<file path="src/core/uie_pkg.sv">
/*
 Constants, field positions and carrier types for the USB device interrupt
 enable block. Assumes one core clock domain and a sync active-low reset.
*/
package uie_pkg;

    ////////////////////////////////////////////////////////////////////////////
    // Register map and field positions
    localparam logic [7:0] IRQ_ENABLE_ADDR = 8'h14;
    localparam int BUS_RESET_BIT = 0;
    localparam int FRAME_START_BIT = 1;
    localparam int PSEUDO_FRAME_BIT = 2;
    localparam int SUSPEND_BIT = 3;
    localparam int RESUME_BIT = 4;
    localparam int HIGHSPEED_BIT = 5;
    localparam int DMA_REASON_BIT = 6;
    localparam int VBUS_SENSE_BIT = 7;
    localparam int CTRL_SETUP_BIT = 8;
    localparam int RESERVED_BIT = 9;
    localparam int CTRL_OUT_BIT = 10;
    localparam int CTRL_IN_BIT = 11;
    localparam int ENDPOINT_BASE_BIT = 12;
    localparam int BUS_EVENT_W = 8;
    localparam int MAX_ENDPOINTS = 8;

    ////////////////////////////////////////////////////////////////////////////
    // Reset values and writable bits
    localparam logic [31:0] MASK_RESET = 32'h0000_0000;
    localparam logic [31:0] MASK_AFTER_BUS_RESET = 32'h0000_0001;
    localparam logic [31:0] MASK_WRITABLE = 32'h03ff_fdff;
    localparam logic [31:0] PENDING_RESET = 32'h0000_0000;
    localparam logic [31:0] NAK_ARMED_RESET = 32'hffff_ffff;
    localparam logic [31:0] READ_IDLE = 32'h0000_0000;

    ////////////////////////////////////////////////////////////////////////////
    // Debug modes: which handshakes raise an endpoint event
    typedef enum logic [1:0] {
        UIE_DBG_ACK_NAK = 2'b00,
        UIE_DBG_ACK_ONLY = 2'b01,
        UIE_DBG_ACK_FIRST_NAK = 2'b10,
        UIE_DBG_RESERVED = 2'b11
    } uie_dbg_mode_t;

    typedef struct packed {
        uie_dbg_mode_t control_debug_mode;
        uie_dbg_mode_t data_in_debug_mode;
        uie_dbg_mode_t data_out_debug_mode;
    } uie_debug_cfg_t;

    // One handshake report from the serial interface engine
    typedef struct packed {
        logic valid;
        logic [3:0] endpoint;
        logic is_in;
        logic is_setup;
        logic is_nak;
    } uie_handshake_t;

    // Parallel register access from the host microcontroller
    typedef struct packed {
        logic write;
        logic read;
        logic [7:0] addr;
        logic [3:0] byte_en;
        logic [31:0] wdata;
    } uie_reg_req_t;

    typedef struct packed {
        logic [31:0] mask;
        logic [31:0] pending;
        logic [31:0] nak_armed;
        logic [31:0] rdata;
        logic irq;
    } uie_state_t;

endpackage

</file>
<file path="src/core/uie_core.sv">
/*
 Interrupt enable mask, event pending flags and interrupt output of the
 USB device controller. Assumes the mode register supplies the global enable,
 the interrupt configuration register supplies the debug modes, and the
 interrupt reason register clears pending flags through pending_clear.
*/
module uie_core #(
    parameter int NUM_ENDPOINTS = 8
) (
    input wire logic clock,
    input wire logic rst_n,
    input wire uie_pkg::uie_reg_req_t reg_req,
    output logic [31:0] reg_rdata,
    input wire logic global_irq_enable,
    input wire uie_pkg::uie_debug_cfg_t debug_cfg,
    input wire logic [7:0] bus_event,
    input wire uie_pkg::uie_handshake_t handshake,
    input wire logic [31:0] pending_clear,
    output logic [31:0] pending,
    output logic [31:0] irq_enable_mask,
    output logic irq
);

    ////////////////////////////////////////////////////////////////////////////
    // Elaboration check: the bit map holds endpoints 0 to 7 only
    if (NUM_ENDPOINTS < 2 || NUM_ENDPOINTS > uie_pkg::MAX_ENDPOINTS) begin : g_bad_ep
        $error("NUM_ENDPOINTS must lie between 2 and 8");
    end

    // Endpoints numbered NUM_ENDPOINTS and above have no enable bits at all
    localparam int TOP_BIT = uie_pkg::ENDPOINT_BASE_BIT + 2 * (NUM_ENDPOINTS - 1);
    localparam logic [31:0] IMPL_BITS = uie_pkg::MASK_WRITABLE & 32'((64'h1 << TOP_BIT) - 64'h1);

    uie_pkg::uie_state_t s;
    uie_pkg::uie_state_t next_s;
    logic [31:0] ep_raise;
    logic [31:0] next_armed;
    logic [31:0] byte_mask;
    logic wr_hit;
    logic rd_hit;

    ////////////////////////////////////////////////////////////////////////////
    // Per-bit handshake decode and debug-mode qualification
    for (genvar b = 0; b < 32; b++) begin : g_src
        if (b >= uie_pkg::CTRL_SETUP_BIT && b < TOP_BIT && b != uie_pkg::RESERVED_BIT) begin : g_ep
            localparam bit IS_CTRL = b <= uie_pkg::CTRL_IN_BIT;
            localparam int EP_NUM = IS_CTRL ? 0 : (b - uie_pkg::ENDPOINT_BASE_BIT) / 2 + 1;
            localparam bit DIR_IN = IS_CTRL ? (b == uie_pkg::CTRL_IN_BIT) :
                ((b - uie_pkg::ENDPOINT_BASE_BIT) % 2 == 1);
            localparam bit SETUP = b == uie_pkg::CTRL_SETUP_BIT;
            logic match;
            logic ack;
            logic nak;
            uie_pkg::uie_dbg_mode_t mode;
            // Setup packets match only the setup bit; others match on direction
            assign match = handshake.valid && handshake.endpoint == 4'(EP_NUM) &&
                handshake.is_setup == SETUP && (SETUP || handshake.is_in == DIR_IN);
            assign ack = match && !handshake.is_nak;
            assign nak = match && handshake.is_nak;
            // Endpoint 0 always follows the control mode
            assign mode = IS_CTRL ? debug_cfg.control_debug_mode :
                DIR_IN ? debug_cfg.data_in_debug_mode :
                debug_cfg.data_out_debug_mode;
            // Reserved mode behaves as ACK only, the quietest safe choice
            assign ep_raise[b] = ack || (nak && (mode == uie_pkg::UIE_DBG_ACK_NAK ||
                (mode == uie_pkg::UIE_DBG_ACK_FIRST_NAK && s.nak_armed[b])));
            // An ACK re-arms the first-NAK report
            assign next_armed[b] = ack ? 1'b1 :
                (nak && mode == uie_pkg::UIE_DBG_ACK_FIRST_NAK) ? 1'b0 : s.nak_armed[b];
        end else begin : g_none
            assign ep_raise[b] = 1'b0;
            assign next_armed[b] = s.nak_armed[b];
        end
    end

    ////////////////////////////////////////////////////////////////////////////
    // Register decode
    assign wr_hit = reg_req.write && reg_req.addr == uie_pkg::IRQ_ENABLE_ADDR;
    assign rd_hit = reg_req.read && reg_req.addr == uie_pkg::IRQ_ENABLE_ADDR;
    assign byte_mask = {{8{reg_req.byte_en[3]}}, {8{reg_req.byte_en[2]}},
        {8{reg_req.byte_en[1]}}, {8{reg_req.byte_en[0]}}};

    ////////////////////////////////////////////////////////////////////////////
    // Next state
    always_comb begin
        next_s = s;
        next_s.nak_armed = next_armed;
        // Host write touches enabled lanes of implemented bits only
        if (wr_hit) begin
            next_s.mask = (s.mask & ~(byte_mask & IMPL_BITS)) |
                (reg_req.wdata & byte_mask & IMPL_BITS);
        end
        // Bus reset wins over a write in the same cycle
        if (bus_event[uie_pkg::BUS_RESET_BIT]) begin
            next_s.mask = uie_pkg::MASK_AFTER_BUS_RESET;
            next_s.nak_armed = uie_pkg::NAK_ARMED_RESET;
        end
        // Set beats clear so an event in the clear cycle is kept
        next_s.pending = ((s.pending & ~pending_clear) | ep_raise |
            {24'h00_0000, bus_event}) & IMPL_BITS;
        // Output gate on the current flags; one cycle behind the pending flop
        next_s.irq = global_irq_enable && |(s.pending & s.mask);
        // Read data stands for the one cycle after the read strobe
        next_s.rdata = rd_hit ? s.mask : uie_pkg::READ_IDLE;
    end

    // State register, synchronous reset
    always_ff @(posedge clock) begin
        if (!rst_n) begin
            s.mask <= uie_pkg::MASK_RESET;
            s.pending <= uie_pkg::PENDING_RESET;
            s.nak_armed <= uie_pkg::NAK_ARMED_RESET;
            s.rdata <= uie_pkg::READ_IDLE;
            s.irq <= 1'b0;
        end else begin
            s <= next_s;
        end
    end

    // Every output is a state flop, never a gate
    assign reg_rdata = s.rdata;
    assign pending = s.pending;
    assign irq_enable_mask = s.mask;
    assign irq = s.irq;
endmodule

</file>
<file path="config.mk">
export PLATFORM = sky130hd
export DESIGN_NAME = uie_core
export DESIGN_NICKNAME = d
export VERILOG_FILES = /design/src/core/uie_pkg.sv /design/src/core/uie_core.sv
export SDC_FILE = /design/constraint.sdc
export NUM_CORES = 1
export LEC_CHECK = 0
export BUFFER_PORTS_ARGS = -buffer_cell sky130_fd_sc_hd__buf_2
export CAP_MARGIN = 20
export CORE_MARGIN = 4
export CORE_UTILIZATION = 49
export CTS_BUF_LIST = sky130_fd_sc_hd__clkbuf_4
export DETAILED_ROUTE_END_ITERATION = 6
export PLACE_DENSITY = 0.83
export SLEW_MARGIN = 10
export SYNTH_ARGS = -nofsm -noshare
export SYNTH_HDL_FRONTEND = slang
export SYNTH_SLANG_ARGS = --single-unit
export TNS_END_PERCENT = 5
</file>
<file path="constraint.sdc">
create_clock -name clock -period 3 [get_ports clock]
set_input_delay 0.6 -clock clock [delete_from_list [all_inputs] [get_ports clock]]
set_output_delay 0.6 -clock clock [all_outputs]
set_load 0.005 [all_outputs]
</file>
==> summary.md <==
| Metric | Value |
|---|---|
| Status | `complete, no violations` |
| Primary FF master, synth | `dfxtp_1` |
| CP Depth | `6` |
| DIE WIDTH | `103 µm` |
| CTS Hold Bufs | `0` |
| Post-CTS sizing | `0` |
| Critical Path, Cell by Cell | `buf_2, or4_1, nor4_4, buf_4, mux2i_1, nor2_1` |
| Vias in the first global route | `3255` |
| CP max stage cell | `or4_1` |
| WP data arrival | `2.23 ns` |
| Wire per inst | `15.8 µm` |
| Share of cells above drive strength 1 | `0.331` |
| Setup TNS | `0 ns` |
| Cells after DPL | `678` |
| Grt ovf | `0` |
| Max-Cap Viols | `0` |
| Mapped Avg Cell Area | `8.92 µm²` |
| Sw Ratio | `0.245` |
| Total CTS buffers | `9` |
| Final GP Congestion | `0.876` |
| Initial antenna violation count | `0` |
| Die area | `10600 µm²` |
| Vias per inst | `5.17` |
| 1st-pass router iterations | `5` |
| YS warnings | `0` |
| Antenna diodes | `0` |
| Dpl ws | `0.637 ns` |
| Violation count after the first detailed-route iteration | `155` |
| Max Freq | `527 MHz` |
| Metal3 WL | `970 µm` |
| Psw | `0.545 mW` |
| Clock slew at reported path FFs | `0.16 ns` |
| Routed WL | `11000 µm` |
| Htree depth | `3` |
| Worst stage delay on the critical path | `0.67 ns` |
| Worst vdd ir | `0.261 mV` |
| Final Hold Violating Endpoints | `0` |
| P&R area growth vs syn | `10.8%` |
| Fin crit period | `1.90 ns` |
| Via count | `3590` |
| IO Pins | `200` |
| Starting Density | `0.504` |
| Total GRT Usage | `0.195` |
| Largest net degree at the start of global routing | `38` |
| Crit path capture type | `flop` |
| CTS Sinks | `93` |
| Most common cell after layout, fill and taps aside | `buf_2` |
| Final period utilization | `0.633` |
| Max Buffers Root-to-Sink | `2` |
| Max-slew violation count | `0` |
| Syn Std Cell Area | `4410 µm²` |
| Top Family by Delay on Critical Path | `simple AND/OR/NAND/NOR gates` |
| Port buffer count | `164` |
| Die height | `103 µm` |
| Flop pwr share | `0.564` |
| Placed Instance Area | `4720 µm²` |
| RSZ-0062 raised after global routing | `false` |
| Min setup slack post-route | `1.10 ns` |
| Clock power frac | `0.360` |
| Leakage | `2.19 nW` |
| Cells on Worst Hold Path | `3` |
| Int Power | `1.68 mW` |
| Number of synthesized flops with an enable pin | `0` |
| Global-route wire length before repair | `15800 µm` |
| Setup violators final | `0` |
| Clock root buffer | `clkbuf_4` |
| Antenna viol nets, final | `0` |
| Post-synth cell types | `39` |
| Power density cells | `454 nW/µm²` |
| Finished Layout Cells | `694` |
| NumNets Final | `684` |
| Max FO, Critical Path | `7` |
| Startpoint type of the worst setup path | `primary input` |
| Worst reg2reg path depth | `3` |
| CTS tree | `yes` |
| Worst slew pin tran | `0.735 ns` |
| Core Box Area | `8760 µm²` |
| Drt drc | `0` |
| Cell area after layout | `4890 µm²` |
| Post-DP HPWL | `8840 µm` |
| Register bit total from synthesis | `93` |
| Rows | `34` |
| Hold Path Class | `primary input to flop` |
| Routed wl met2 | `5690 µm` |
| Sequential share of the synthesized area | `0.422` |
| WP buf/inv | `2` |
| Setup bufs post-CTS | `0` |
| Worst-Skew Late Latency | `0.44 ns` |
| WP data required | `3.33 ns` |
| Syn Inst Count | `495` |
| Max_slew headroom | `0.509` |
| Comb power frac | `0.076` |
| Worst Clk Skew | `0.0171 ns` |
| Async SR Flop Fraction | `0` |
| Crit path kind | `primary input to flop` |
| Most frequent cells in the layout | `buf_2, dfxtp_1, o21ai_0, nor2b_1, nand2_1` |
| Top Metal Used | `met4` |
| Wl on met1 | `4220 µm` |
## kinds of logic after synthesis
family	Yosys count	synth area share
and+or+nand+nor	157	0.203
AOI/OAI and AO/OA	108	0.164
other	1	0.000850
buffers and inverters	128	0.191
DFF	93	0.422
muxes	8	0.0193
## stage by stage
stage	power, mW	utilization	hold slack, ns
after global routing	2.30	0.558	0.333
after floorplan	1.39	-	0.457
after CTS	2.24	0.558	0.337
final	2.22	0.558	0.365
after detailed placement	1.45	0.538	0.488
after global placement	1.44	0.538	0.475
## power by group through the flow
stage	sequential (mW)	clock (mW)	combinational, mW
4_1_cts	1.25	0.815	0.168
2_1_floorplan	1.28	0	0.109
6_report	1.25	0.800	0.169
3_5_place_dp	1.28	0	0.168
5_1_grt	1.25	0.863	0.187
3_3_place_gp	1.28	0	0.165
## layout make-up
type / count / area [µm²]
Fill cell: 791 / 3870
Sequential cell: 93 / 1860
Multi-Input combinational cell: 294 / 1800
Timing Repair Buffer: 172 / 881
Tap cell: 108 / 135
Clock inverter: 7 / 105
Clock buffer: 9 / 67.6
Inverter: 11 / 41.3
## worst paths after layout
check / endpoint / slack [ns] / from
worst max-delay path: flop / 1.10 / reg_req[43]
worst min-delay path: flop / 0.36 / reg_req[19]
worst max register to register: irq / 1.59 / flop
worst min register to register: flop / 0.50 / flop
## cell usage after synthesis, types with 2 or more instances
library cell  number  area, µm²
nor3_1             3       15.0
a22oi_1            9       67.6
nand4_1            6       37.5
nor3b_1            2       15.0
clkbuf_1          20       75.1
dfxtp_1           93       1860
o31ai_1            2       15.0
nor2_1             8       30.0
nor2b_1           38        238
a21boi_0           8       60.1
nand2b_1          14       87.6
a32oi_1            8       70.1
o21a_1            10       75.1
inv_1             11       41.3
mux2i_1            7       70.1
and2_1            27        169
buf_4             96        721
nand2_1           28        105
o311ai_0          16        140
nand3_1           23        115
o21ai_0           48        240
## per-layer routing
layer  vias up  GRT usage
li1       1760          -
met1      1655      0.222
met2       161      0.353
met3        14     0.0555
met4         0     0.0578
met5         -          0
## worst min-delay path, stage by stage
cell,delay [ns]
buf_2,0.07
nand3_1,0.05
o21ai_0,0.06
Power figures use the tool's default switching activity.
